$ cat src/hw/ebet_pkg.sv
`default_nettype none
// ----------------------------------------
// Shared constants of the event timer
// ----------------------------------------
package ebet_pkg;
    // Register byte addresses
    localparam logic [15:0] EBET_SEL0_ADDR  = 16'hFF6A;
    localparam logic [15:0] EBET_MODE0_ADDR = 16'hFF6B;
    localparam logic [15:0] EBET_CNT0_ADDR  = 16'hFF6C;
    localparam logic [15:0] EBET_CMP0_ADDR  = 16'hFF6D;
    localparam logic [15:0] EBET_SEL1_ADDR  = 16'hFF8C;
    localparam logic [15:0] EBET_MODE1_ADDR = 16'hFF43;
    localparam logic [15:0] EBET_CNT1_ADDR  = 16'hFF8D;
    localparam logic [15:0] EBET_CMP1_ADDR  = 16'hFF8E;
    // Reset value of every register
    localparam logic [7:0]  EBET_RST_VAL    = 8'h00;
    // Mode control field positions
    localparam int          EBET_RUN_BIT    = 7;
    localparam int          EBET_PWM_BIT    = 6;
    localparam int          EBET_SET_BIT    = 3;
    localparam int          EBET_CLR_BIT    = 2;
    localparam int          EBET_LVL_BIT    = 1;
    localparam int          EBET_TOE_BIT    = 0;
    // Clock select field
    localparam int          EBET_SEL_W      = 3;
    localparam logic [2:0]  EBET_SEL_FALL   = 3'h0;
    localparam logic [2:0]  EBET_SEL_RISE   = 3'h1;
    localparam logic [2:0]  EBET_SEL_FULL   = 3'h2;
    // Prescaler width and divider masks for codes 3..7
    localparam int          EBET_PRE_W      = 13;
    localparam logic [4:0][12:0] EBET_MASK0 =
        {13'h1FFF, 13'h00FF, 13'h003F, 13'h0003, 13'h0001};
    localparam logic [4:0][12:0] EBET_MASK1 =
        {13'h0FFF, 13'h00FF, 13'h003F, 13'h000F, 13'h0001};
    // Counter end values
    localparam logic [7:0]  EBET_CNT_MAX    = 8'hFF;
endpackage
`default_nettype wire

$ cat src/hw/ebet_top.sv
// Notes on behaviour
// - 8-bit read-only counter steps by one per selected count clock edge.
// - Counter clears on reset, on run cleared, and on match in clear mode.
// - Outside pwm mode a counter/compare match raises the match interrupt.
// - In pwm mode overflow activates the output, compare match deactivates it.
// - Compare register is byte wide, any value, resets to zero.
// - Clock select register holds a 3-bit field in bits 0-2, resets zero.
// - Instance 0 codes: fall, rise, clk, /2, /4, /64, /256, /8192.
// - Instance 1 codes: fall, rise, clk, /2, /16, /64, /256, /4096.
// - In programming mode instance 0 edges come from the flash mode pin.
// - Clock select accepts single-bit as well as whole-byte writes.
// - Mode bit 0 means clear and start on match, 1 means pwm.
// - Run bit 1 counts; 0 clears the counter and halts it.
`default_nettype none

// ----------------------------------------
// One timer channel
// ----------------------------------------
module ebet_chan #(
    parameter int INST = 0
) (
    // Clock and reset
    input  wire logic        clk,
    input  wire logic        rst,
    // CPU access
    input  wire logic [15:0] addr,
    input  wire logic        wr,
    input  wire logic        bit_wr,
    input  wire logic [2:0]  bit_idx,
    input  wire logic        bit_val,
    input  wire logic [7:0]  wdata,
    output logic             rd_hit,
    output logic [7:0]       rd_val,
    // Shared prescaler
    input  wire logic [12:0] pre_q,
    // Pins
    input  wire logic        event_input,
    input  wire logic        flash_mode_pin,
    input  wire logic        prog_mode,
    output logic             timer_output,
    output logic             match_interrupt
);
    import ebet_pkg::*;

    localparam logic [15:0] A_SEL  = (INST == 0) ? EBET_SEL0_ADDR : EBET_SEL1_ADDR;
    localparam logic [15:0] A_MODE = (INST == 0) ? EBET_MODE0_ADDR : EBET_MODE1_ADDR;
    localparam logic [15:0] A_CNT  = (INST == 0) ? EBET_CNT0_ADDR : EBET_CNT1_ADDR;
    localparam logic [15:0] A_CMP  = (INST == 0) ? EBET_CMP0_ADDR : EBET_CMP1_ADDR;
    localparam logic [4:0][12:0] MASK = (INST == 0) ? EBET_MASK0 : EBET_MASK1;

    logic [7:0] cnt_q, cnt_d, cmp_q, cmp_d;
    logic [2:0] sel_q, sel_d;
    logic       run_q, run_d, pwm_q, pwm_d, lvl_q, lvl_d, toe_q, toe_d;
    logic       tff_q, tff_d, pff_q, pff_d, out_q, out_d, irq_q, irq_d;
    logic       s1_q, s2_q, s3_q;
    logic       hit_sel, hit_mode, hit_cmp, mode_wr;
    logic [7:0] sel_w, mode_w;
    logic [12:0] mask;
    logic       clk_en, tick, match, ovf, ev_raw;

    // ----------------------------------------
    // Write merge for byte and single-bit writes
    // ----------------------------------------
    function automatic logic [7:0] merge(input logic [7:0] old, input logic hit);
        logic [7:0] r;
        r = old;
        if (hit && wr) begin
            r = wdata;
        end else if (hit && bit_wr) begin
            r[bit_idx] = bit_val;
        end
        return r;
    endfunction

    // Address decode
    assign hit_sel  = (addr == A_SEL);
    assign hit_mode = (addr == A_MODE);
    assign hit_cmp  = (addr == A_CMP);
    assign mode_wr  = hit_mode && (wr || bit_wr);
    assign sel_w    = merge({5'h00, sel_q}, hit_sel);
    assign mode_w   = merge({run_q, pwm_q, 4'h0, lvl_q, toe_q}, hit_mode);

    // ----------------------------------------
    // Count clock selection
    // ----------------------------------------
    // Flash pin replaces the event pin ahead of the synchroniser
    assign ev_raw = (INST == 0 && prog_mode) ? flash_mode_pin : event_input;

    // Three-stage chain: s1 feeds only s2, edges come from s2 and s3
    always_ff @(posedge clk) begin
        if (rst) begin
            s1_q <= 1'b0;
            s2_q <= 1'b0;
            s3_q <= 1'b0;
        end else begin
            s1_q <= ev_raw;
            s2_q <= s1_q;
            s3_q <= s2_q;
        end
    end

    // Selector; prescaler taps fire once per divided period
    always_comb begin
        mask = 13'h0000;
        unique case (sel_q)
            EBET_SEL_FALL: clk_en = !s2_q && s3_q;
            EBET_SEL_RISE: clk_en = s2_q && !s3_q;
            EBET_SEL_FULL: clk_en = 1'b1;
            default: begin
                mask   = MASK[sel_q - 3'h3];
                clk_en = ((pre_q & mask) == mask);
            end
        endcase
    end

    assign tick  = run_q && clk_en;
    assign match = (cnt_q == cmp_q);
    assign ovf   = tick && (cnt_q == EBET_CNT_MAX);

    // ----------------------------------------
    // Next state of registers, counter and outputs
    // ----------------------------------------
    always_comb begin
        sel_d = sel_w[EBET_SEL_W-1:0];
        cmp_d = merge(cmp_q, hit_cmp);
        run_d = mode_w[EBET_RUN_BIT];
        pwm_d = mode_w[EBET_PWM_BIT];
        lvl_d = mode_w[EBET_LVL_BIT];
        toe_d = mode_w[EBET_TOE_BIT];
        // Counter: stopped means cleared; match clears only in clear mode
        if (!run_q) begin
            cnt_d = 8'h00;
        end else if (tick && !pwm_q && match) begin
            cnt_d = 8'h00;
        end else if (tick) begin
            cnt_d = cnt_q + 8'h01;
        end else begin
            cnt_d = cnt_q;
        end
        // One pulse per match, at the count edge that clears
        irq_d = tick && !pwm_q && match;
        // Pwm flop: overflow beats a same-cycle match; stop or clear mode forces it off
        pff_d = run_q && pwm_q && (ovf || (pff_q && !match));
        // Timer flop: direct set/reset, else toggle on match if enabled
        tff_d = tff_q;
        if (mode_wr && !pwm_q && mode_w[EBET_SET_BIT] && !mode_w[EBET_CLR_BIT]) begin
            tff_d = 1'b1;
        end else if (mode_wr && !pwm_q && mode_w[EBET_CLR_BIT] && !mode_w[EBET_SET_BIT]) begin
            tff_d = 1'b0;
        end else if (irq_d && lvl_q) begin
            tff_d = !tff_q;
        end
        // Pin level; in pwm mode the level bit selects active low
        out_d = toe_q && (pwm_q ? (pff_q ^ lvl_q) : tff_q);
    end

    // State registers, grouped by family; every one clears on reset
    always_ff @(posedge clk) begin
        if (rst) begin
            {cnt_q, cmp_q} <= {EBET_RST_VAL, EBET_RST_VAL};
            sel_q <= 3'h0;
            {run_q, pwm_q, lvl_q, toe_q, tff_q, pff_q, out_q, irq_q} <= 8'h00;
        end else begin
            {cnt_q, cmp_q, sel_q} <= {cnt_d, cmp_d, sel_d};
            {run_q, pwm_q, lvl_q, toe_q} <= {run_d, pwm_d, lvl_d, toe_d};
            {tff_q, pff_q, out_q, irq_q} <= {tff_d, pff_d, out_d, irq_d};
        end
    end

    assign timer_output    = out_q;
    assign match_interrupt = irq_q;

    // ----------------------------------------
    // Read-back; set/reset bits read as zero
    // ----------------------------------------
    always_comb begin
        rd_hit = 1'b1;
        if (hit_sel) begin
            rd_val = {5'h00, sel_q};
        end else if (hit_mode) begin
            rd_val = {run_q, pwm_q, 4'h0, lvl_q, toe_q};
        end else if (addr == A_CNT) begin
            rd_val = cnt_q;
        end else if (hit_cmp) begin
            rd_val = cmp_q;
        end else begin
            rd_hit = 1'b0;
            rd_val = 8'h00;
        end
    end
endmodule

// ----------------------------------------
// Top: prescaler, two channels, read port
// ----------------------------------------
module ebet_top (
    // Clock and reset
    input  wire logic        clk,
    input  wire logic        rst,
    // CPU memory access
    input  wire logic [15:0] cpu_addr,
    input  wire logic        cpu_wr,
    input  wire logic        cpu_bit_wr,
    input  wire logic [2:0]  cpu_bit_idx,
    input  wire logic        cpu_bit_val,
    input  wire logic [7:0]  cpu_wdata,
    input  wire logic        cpu_rd,
    output logic [7:0]       cpu_rdata,
    // Pins and mode
    input  wire logic        event_input_0,
    input  wire logic        event_input_1,
    input  wire logic        flash_mode_pin,
    input  wire logic        prog_mode,
    output logic             timer_output_0,
    output logic             timer_output_1,
    output logic             match_interrupt_0,
    output logic             match_interrupt_1
);
    import ebet_pkg::*;

    logic [12:0] pre_q, pre_d;
    logic [7:0]  rdata_q, rdata_d, rv0, rv1;
    logic        rh0, rh1;

    // Free-running prescaler shared by both channels
    always_comb begin
        pre_d = pre_q + 13'h0001;
    end

    // Read data is held until the next read; unmapped reads give zero
    always_comb begin
        rdata_d = rdata_q;
        if (cpu_rd) begin
            rdata_d = rh0 ? rv0 : (rh1 ? rv1 : 8'h00);
        end
    end

    always_ff @(posedge clk) begin
        if (rst) begin
            pre_q   <= 13'h0000;
            rdata_q <= 8'h00;
        end else begin
            pre_q   <= pre_d;
            rdata_q <= rdata_d;
        end
    end

    assign cpu_rdata = rdata_q;

    // Both channels get the flash mode pin; channel 0 alone uses it
    ebet_chan #(.INST(0)) u_ch0 (
        .clk             (clk),
        .rst             (rst),
        .addr            (cpu_addr),
        .wr              (cpu_wr),
        .bit_wr          (cpu_bit_wr),
        .bit_idx         (cpu_bit_idx),
        .bit_val         (cpu_bit_val),
        .wdata           (cpu_wdata),
        .rd_hit          (rh0),
        .rd_val          (rv0),
        .pre_q           (pre_q),
        .event_input     (event_input_0),
        .flash_mode_pin  (flash_mode_pin),
        .prog_mode       (prog_mode),
        .timer_output    (timer_output_0),
        .match_interrupt (match_interrupt_0)
    );

    ebet_chan #(.INST(1)) u_ch1 (
        .clk             (clk),
        .rst             (rst),
        .addr            (cpu_addr),
        .wr              (cpu_wr),
        .bit_wr          (cpu_bit_wr),
        .bit_idx         (cpu_bit_idx),
        .bit_val         (cpu_bit_val),
        .wdata           (cpu_wdata),
        .rd_hit          (rh1),
        .rd_val          (rv1),
        .pre_q           (pre_q),
        .event_input     (event_input_1),
        .flash_mode_pin  (flash_mode_pin),
        .prog_mode       (prog_mode),
        .timer_output    (timer_output_1),
        .match_interrupt (match_interrupt_1)
    );
endmodule
`default_nettype wire

$ cat config.mk
export PLATFORM = sky130hd
export DESIGN_NAME = ebet_top
export DESIGN_NICKNAME = d
export VERILOG_FILES = /design/src/hw/ebet_pkg.sv /design/src/hw/ebet_top.sv
export SDC_FILE = /design/constraint.sdc
export NUM_CORES = 1
export LEC_CHECK = 0
export ABC_AREA = 1
export ABC_CLOCK_PERIOD_IN_PS = 1690
export BUFFER_PORTS_ARGS = -buffer_cell sky130_fd_sc_hd__buf_2
export CAP_MARGIN = 25
export CORE_MARGIN = 3
export CORE_UTILIZATION = 35
export CTS_CLUSTER_DIAMETER = 200
export DETAILED_ROUTE_END_ITERATION = 7
export PLACE_DENSITY = 0.56
export REMOVE_ABC_BUFFERS = 1
export SLEW_MARGIN = 25
export SYNTH_ARGS = -nofsm -noshare
export SYNTH_HDL_FRONTEND = slang
export SYNTH_SLANG_ARGS = --single-unit
$ cat constraint.sdc
create_clock -name clk -period 1.69 [get_ports clk]
set_clock_uncertainty 0.1 [all_clocks]
set_input_delay 0.338 -clock clk [delete_from_list [all_inputs] [get_ports clk]]
set_output_delay 0.338 -clock clk [all_outputs]
set_load 0.01 [all_outputs]
==> qor.txt, run 1 <==
Chip Width: 127 um
CTS root buffer: clkbuf_16
final worst-path cycle share: 105%
Starting DRT DRC Count: 380
ys async rst share: 0%
top cells by count, synth: nand2_1 (199), inv_1 (106), nor2_1 (82)
# Max-Cap Violations: 0
antenna fix cells: 0
complex-gate fraction of the synthesized area: 18.6%
most area-hungry cell type in the Yosys netlist: dfxtp_1
post-synthesis simple-gate area fraction: 33.3%
total chip power: 4280 uW
Post-Synth Adder-Cell Area: 3.69%
Post-DRT Antenna Nets: 0
first-pass GRT wire length: 27.6 mm
synthesized cell area: 0.00509 mm2
crit-path cells: inv_6 > ha_4 > nand2_2 > nand2_1 > nand2_1 > nand2_2 > o21ai_4 > nand2_4 > nor2_4 > nand2_1 > nand2_1 > a21oi_1
Worst VDD drop: 0.000443 V
Top Ports: 49
CTS Buffer Depth: 2
vias in the first global route: 5,442
Synth Area in XOR/XNOR: 2.92%
DR WL/cell: 14.7 um
Nets: 1,037
post-route setup slack: -0.0886 ns
largest net degree at the start of global routing: 41
Layout area overhead: 43.2%
Pre-antenna DRT Iters: 5
Hold WS: 0.0645 ns
Top cell by count, worst path: nand2_1
failing checks: negative setup slack
final setup fails: 19
crit path time final: 1.78 ns
CTS tree: yes
worst-path fanout max: 5
placed inst area: 0.00647 mm2
mux cell area share after synthesis: 0%
cell area after layout: 0.00729 mm2
GRT overflow: 0
Post-synth EDFFs: 0
status: complete, but fails checks
Synth top area share: 31.9%
Pleak: 0.00309 uW
Initial Util: 36.3%
Slew @ Worst Pin: 0.461 ns
Slew Viols, Final: 0
clk slew on worst S/H paths: 0.06 ns
initial antenna violation count: 0
CP max stage delay: 0.39 ns
CP arrival: 1.92 ns
cell with the most instances after synthesis: nand2_1
Hold-fix buffers, CTS: 0
worst skew pair latency: 0.35 ns
Critical-path top delay cell: dfxtp_4
Hold Violations, Final: 0
HPWL Detailed: 13.2 mm
Worst slew margin: 69.0%
main combinational cell family by area after synthesis: simple AND/OR/NAND/NOR gates
final core utilization: 51.9%
unrepaired setup endpoints after global routing: yes
Mapped Avg Cell Area: 6.32 um2
Yosys reg bits: 81
Seq/Total Area, Yosys: 31.9%
total CTS buffers: 9
Core ar.: 0.0140 mm2
Power Dens Cells: 587 mW/mm2
I/O Buffers: 48
crit path launch type: register
worst endpoint required time: 1.83 ns
Num Clock Sinks: 81
die area: 0.0160 mm2
Post-Route WL: 17.2 mm
fillcell total: 1,428
highest clock rate: 562 MHz
CTS H-tree depth: 3
vias per inst: 4.91
critical path capture point type: register
floorplan row count: 43
Synth warnings: 0
share of layout cells above drive strength 1: 31.3%
count of cell types in the netlist: 32
drc violations: 0
Hold Path Class: primary input to register
area of the multi-input gates: 0.00338 mm2
Vias: 5,746
register area: 0.00164 mm2
chip height: 127 um
critical path class: register to register
Synth area leaders: dfxtp_1 (32%), nand2_1 (15%), inv_1 (7.8%), a21oi_1 (7.0%), nor2_1 (6.0%)
ys flop type: dfxtp_1
Synth Instances: 806
Final GP Congestion: 0.909
GRT Util Overall: 21.7%
[per-stage QoR]
step	worst slack, ns	setup TNS (ns)	cells
after floorplan	-0.420	-4.78	794
after global placement	-0.282	-11.09	1147
after detailed placement	-0.336	-11.86	1147
after CTS	-0.0782	-0.810	1169
after global routing	-0.266	-3.57	1170
final	-0.0886	-0.959	1170
[flip-flops by register name (all words and copies together), names as in the netlist, 3 cells and up]
name,count
u_ch0.sel_q,3
u_ch0.cmp_q,8
u_ch0.cnt_q,8
u_ch1.sel_q,3
pre_q,13
u_ch1.cnt_q,8
u_ch1.cmp_q,8
cpu_rdata,8
[layout by cell type (no fill, tap or decap), types with 18 or more instances in the layout]
master    count
nand2_1     181
buf_4       118
inv_1        97
dfxtp_1      74
nor2_1       69
a21oi_1      60
buf_2        48
o21ai_0      43
nand3_1      43
o21ai_1      20
nand4_1      18
o211ai_1     18
[final cells by class]
cell class	instances	share of cell area, %
multi-input cells	595	46.4
well taps	180	3.09
clock inverters	5	0.755
flip-flops and latches	81	22.5
repair buffers	179	17.7
inverters	119	6.30
clock buffers	11	3.33
[routing by layer]
| layer | share of wire, % | global-route usage (%) | vias to the layer above |
|---|---|---|---|
| li1 | - | - | 3017 |
| met1 | 47 | 30.5 | 2568 |
| met2 | 46 | 33.8 | 141 |
| met3 | 6.0 | 3.07 | 20 |
| met4 | 1.9 | 7.70 | 0 |
| met5 | 0 | 0 | - |
[power breakdown]
part / internal, uW / total (uW) / leakage (uW) / switching [uW]
Combinational: 129 / 341 / 0.00229 / 212
Clock: 1180 / 2010 / 0.000142 / 828
Sequential: 1920 / 1930 / 0.000659 / 8.89
[critical path: cells and delay by family, from the launching register on]
| kind | cells | cell delay (ns) |
|---|---|---|
| AOI/OAI and AO/OA | 2 | 0.30 |
| adders and majority gates | 1 | 0.23 |
| buffers and inverters | 1 | 0.05 |
| DFF | 1 | 0.39 |
| and+or+nand+nor | 8 | 0.59 |
[final timing paths]
| path | from | end | slack, ns | cells after the start |
|---|---|---|---|---|
| max reg2reg | u_ch1.sel_q[1] | u_ch1.cnt_q[6] | -0.09 | 12 |
| min | prog_mode | u_ch0.s1_q | 0.06 | 2 |
| min reg2reg | u_ch1.s1_q | u_ch1.s2_q | 0.30 | 2 |
| max | u_ch1.sel_q[1] | u_ch1.cnt_q[6] | -0.09 | 12 |
[repair_timing]
action | 4_1_cts | 5_1_grt
setup buffers | 5 | 1
pin swaps | 32 | 24
resized for setup | 79 | 59
cloned | 1 | 0
setup endpoints to repair | 21 | 45
[cells by family (layout without fill, tap and decap cells)]
kind of cell,count (synthesis),count (layout)
AO/OA/AOI/OAI,172,172
XOR/XNOR,17,17
adder cells (fa/ha/maj),15,15
buffers and inverters,131,314
flip-flops,81,81
AND/OR/NAND/NOR,390,391
No activity file was read; power rests on OpenSTA's default activity.
==> run 2, diff against run 1 <==
ABC_CLOCK_PERIOD_IN_PS = default   (was 1690)
PLACE_DENSITY = 0.54   (was 0.56)
clock period = 2.3 ns   (was 1.69 ns; I/O delays follow)
==> qor.txt, run 2 (synthesis results as in run 1) <==
status: finished clean
worst endpoint required time: 2.47 ns
Top Ports: 49
CTS root buffer: clkbuf_16
sum of negative setup slack: 0 ns
first-pass GRT wire length: 26.3 mm
Slew Viols, Final: 0
die area: 0.0160 mm2
Layout area overhead: 18.4%
Worst VDD drop: 0.000387 V
Initial Util: 36.3%
share of layout cells above drive strength 1: 13.6%
final worst-path cycle share: 88.1%
clk slew on worst S/H paths: 0.06 ns
postcts setup bufs: 0
placed insts: 1,048
antenna fix cells: 0
CTS Buffer Depth: 2
CTS H-tree depth: 3
worst skew pair latency: 0.35 ns
Sw Share: 23.9%
critical path capture point type: register
most frequent cells in the layout: nand2_1 (198), inv_1 (106), nor2_1 (81), dfxtp_1 (81), a21oi_1 (70)
Psw: 747 uW
Nets: 931
max FFs per register: 13
Post-Route WL: 16.1 mm
Worst Path Buf+Inv: 1
critical path class: register to register
fillcell total: 1,532
delay-heaviest family, CP: simple AND/OR/NAND/NOR gates
unrepaired setup endpoints after global routing: no
GRT Util Overall: 20.6%
Num Clock Sinks: 81
drc violations: 0
Starting DRT DRC Count: 434
floorplan row count: 43
final setup fails: 0
CP arrival: 2.20 ns
Pre-antenna DRT Iters: 7
Seq pwr share: 45.5%
crit path time final: 2.03 ns
CTS tree: yes
Worst slew margin: 67.1%
Slew @ Worst Pin: 0.490 ns
Critical-path top delay cell: dfxtp_1
most common cell after layout, fill and taps aside: nand2_1
Post-DRT Antenna Nets: 0
crit path launch type: register
I/O Buffers: 48
total CTS buffers: 9
Core ar.: 0.0140 mm2
largest net degree at the start of global routing: 40
highest clock rate: 493 MHz
Comb pwr share: 6.7%
non-filler instance count after layout: 1,063
Vias: 5,399
initial antenna violation count: 0
HPWL Detailed: 12.6 mm
Pleak: 0.00251 uW
Hold Violations, Final: 0
DR WL/cell: 15.1 um
crit-path cells: inv_1 > ha_1 > o21a_1 > a21oi_1 > a21oi_2 > nand2_1 > nand3_1 > nor3b_1
# Max-Cap Violations: 0
GRT overflow: 0
Largest Register: pre_q
Power Dens Cells: 519 mW/mm2
Int Pwr: 2380 uW
Chip Width: 127 um
vias per inst: 5.08
CP max stage delay: 0.36 ns
Clock power frac: 47.8%
worst-path fanout max: 8
vias in the first global route: 5,032
Hold WS: 0.204 ns
Final GP Congestion: 0.896
total chip power: 3130 uW
chip height: 127 um
Hold Path Class: primary input to register
run 2: cell count changes in the layout (fill, tap and decap cells not counted), sizes merged:
cell and change:
clkinvlp -1, nand2 -1, clkbuf +2, buf -105
clkinv -2
run 2: timing repair:
item	in CTS	in global routing
resized for setup	0	4
hold endpoints to repair	0	0
endpoints found under the setup margin	0	12
hold buffers	0	0
run 2: area by class of cell:
class	instances	area [um2]	share of cell area, %
sequential	81	1620	26.9
clock buffer	13	260	4.32
clock inverter	2	37.5	0.623
inverter	119	447	7.41
timing repair buffer	74	448	7.43
tap	180	225	3.74
multi-input combinational	594	2990	49.6
run 2: per-stage QoR:
step	instance area, um2	setup WS [ns]	utilization [%]
6_report	6030	0.273	42.9
5_1_grt	6030	0.0136	42.9
4_1_cts	6010	0.174	42.8
3_5_place_dp	5720	0.141	40.7
3_3_place_gp	5720	0.117	40.7
2_1_floorplan	5040	0.190	-
run 2: power by group through the flow:
| stage | clock network (uW) | registers, uW | logic, uW |
|---|---|---|---|
| 2_1_floorplan | 0 | 1460 | 84.5 |
| 3_3_place_gp | 0 | 1450 | 211 |
| 3_5_place_dp | 0 | 1450 | 210 |
| 4_1_cts | 1530 | 1420 | 211 |
| 5_1_grt | 1570 | 1420 | 235 |
| 6_report | 1490 | 1420 | 210 |
run 2: worst reg2reg max path, delay by kind of cell, from the launching register on:
| kind | cells | cell delay [ns] |
|---|---|---|
| buffers and inverters | 1 | 0.15 |
| AND/OR/NAND/NOR | 3 | 0.60 |
| adder cells (fa/ha/maj) | 1 | 0.25 |
| AO/OA/AOI/OAI | 3 | 0.49 |
| flip-flops | 1 | 0.36 |
run 2: per-layer routing:
metal	routed length (um)	vias up	part of all wire [%]	track usage, %
met5	0	-	0	0
met4	287	0	1.8	5.80
met3	864	20	5.4	3.41
met2	7420	141	46	33.4
met1	7520	2447	47	28.3
li1	-	2791	-	-
run 2: worst paths after layout:
kind	start	to	slack, ns	cells past startpoint
hold reg to reg	u_ch0.s1_q	u_ch0.s2_q	0.30	2
hold / removal	prog_mode	u_ch0.s1_q	0.20	2
setup / recovery	u_ch0.sel_q[0]	u_ch0.cnt_q[2]	0.27	8
setup reg to reg	u_ch0.sel_q[0]	u_ch0.cnt_q[2]	0.27	8
==> run 3, diff against run 2 <==
CTS_BUF_LIST = sky130_fd_sc_hd__clkbuf_8   (was default)
==> qor.txt, run 3 (synthesis results as in run 1) <==
Slew @ Worst Pin: 0.459 ns
Post-Route WL: 16.1 mm
placed insts: 1,048
Chip Width: 127 um
largest net degree at the start of global routing: 40
CTS Buffer Depth: 2
# Max-Cap Violations: 0
setup slack, reg-to-reg: 0.28 ns
vias per inst: 5.07
DR WL/cell: 15.1 um
Num Clock Sinks: 81
CTS resizes: 0
Slew Viols, Final: 0
register area: 0.00162 mm2
initial antenna violation count: 0
fillcell total: 1,539
final setup fails: 0
chip height: 127 um
CP arrival: 2.22 ns
floorplan row count: 43
I/O Buffers: 48
Worst R2R Start: u_ch0.sel_q[0]
Pre-antenna DRT Iters: 5
Post-DRT Antenna Nets: 0
unrepaired setup endpoints after global routing: no
highest clock rate: 495 MHz
drc violations: 0
most frequent cells in the layout: nand2_1 (198), inv_1 (108), nor2_1 (81), dfxtp_1 (81), a21oi_1 (70)
Hold-fix buffers, CTS: 0
Top Ports: 49
HPWL Detailed: 12.6 mm
antenna fix cells: 0
Vias: 5,390
postcts setup bufs: 0
critical path capture point type: register
placed inst area: 0.00572 mm2
Worst Hold End: u_ch0.s1_q
total CTS buffers: 9
first-pass GRT wire length: 26.2 mm
sum of negative setup slack: 0 ns
non-filler instance count after layout: 1,063
Crit Reg-Reg Endpoint: u_ch0.cnt_q[2]
Core ar.: 0.0140 mm2
final worst-path cycle share: 87.8%
Hold Crit Start: prog_mode
Worst VDD drop: 0.000343 V
Power Dens Cells: 463 mW/mm2
critical path class: register to register
CTS root buffer: clkbuf_8
Worst Hold Depth: 2
Hold WS: 0.170 ns
CTS H-tree depth: 3
GRT Util Overall: 20.5%
die area: 0.0160 mm2
share of layout cells above drive strength 1: 13.6%
max FFs per register: 13
worst endpoint required time: 2.50 ns
Initial Util: 36.3%
status: finished clean
area of the multi-input gates: 0.00299 mm2
Nets: 931
most common cell after layout, fill and taps aside: nand2_1
total chip power: 2740 uW
worst skew pair latency: 0.38 ns
crit path time final: 2.02 ns
Worst slew margin: 69.2%
Final GP Congestion: 0.896
cell area after layout: 0.00593 mm2
Starting DRT DRC Count: 391
Pleak: 0.00247 uW
GRT overflow: 0
Hold Path Class: primary input to register
worst-path fanout max: 8
r2r worst-path depth: 8
clk slew on worst S/H paths: 0.09 ns
vias in the first global route: 5,024
CTS tree: yes
Hold Violations, Final: 0
Largest Register: pre_q
crit path launch type: register
Layout area overhead: 16.4%
run 3: cell types whose count changed in the layout (fill, tap and decap cells not counted), sizes merged:
cell / before / now
clkbuf: 13 / 11
inv: 117 / 119
run 3: layer usage:
metal  share of wire (%)  up-vias  track usage [%]
li1                    -     2787                -
met2                  46      133             33.4
met1                  47     2452             28.1
met4                 1.3        0             4.86
met5                   0        -                0
met3                 5.4       18             4.04
run 3: worst max path at each step:
stage | from | end | slack [ns] | depth (start not counted)
floorplan | u_ch0.sel_q[0] | u_ch0.cnt_q[2] | 0.19 | 9
global placement | cpu_addr[4] | u_ch0.tff_q | 0.12 | 13
detailed placement | cpu_addr[9] | cpu_rdata[0] | 0.14 | 12
CTS | u_ch1.sel_q[0] | u_ch1.cnt_q[6] | 0.17 | 11
global route | u_ch0.sel_q[1] | u_ch0.cnt_q[2] | 0.007 | 12
finish | u_ch0.sel_q[0] | u_ch0.cnt_q[2] | 0.28 | 8
run 3: report_power, final:
| group | internal, uW | total (uW) | switching, uW |
|---|---|---|---|
| Clock | 548 | 1110 | 561 |
| Combinational | 68.4 | 211 | 142 |
| Sequential | 1410 | 1420 | 6.70 |
| Total | 2030 | 2740 | 710 |
run 3: area by class of cell:
class,instances,share of cell area [%]
clock buffers,11,2.55
clock inverters,4,0.760
inverters,119,7.54
multi-input cells,594,50.4
flip-flops and latches,81,27.4
well taps,180,3.80
repair buffers,74,7.56
run 3: metrics by stage:
stage | utilization (%) | setup slack [ns]
floorplan | - | 0.190
global route | 42.2 | 0.00746
global placement | 40.7 | 0.117
detailed placement | 40.7 | 0.141
finish | 42.2 | 0.280
CTS | 42.1 | 0.166
run 3: worst max-delay path: stages, from the launching register on:
cell	delay (ns)
dfxtp_1	0.37
inv_1	0.14
ha_1	0.24
o21a_1	0.20
a21oi_1	0.20
a21oi_2	0.09
nand2_1	0.08
nand3_1	0.26
nor3b_1	0.27
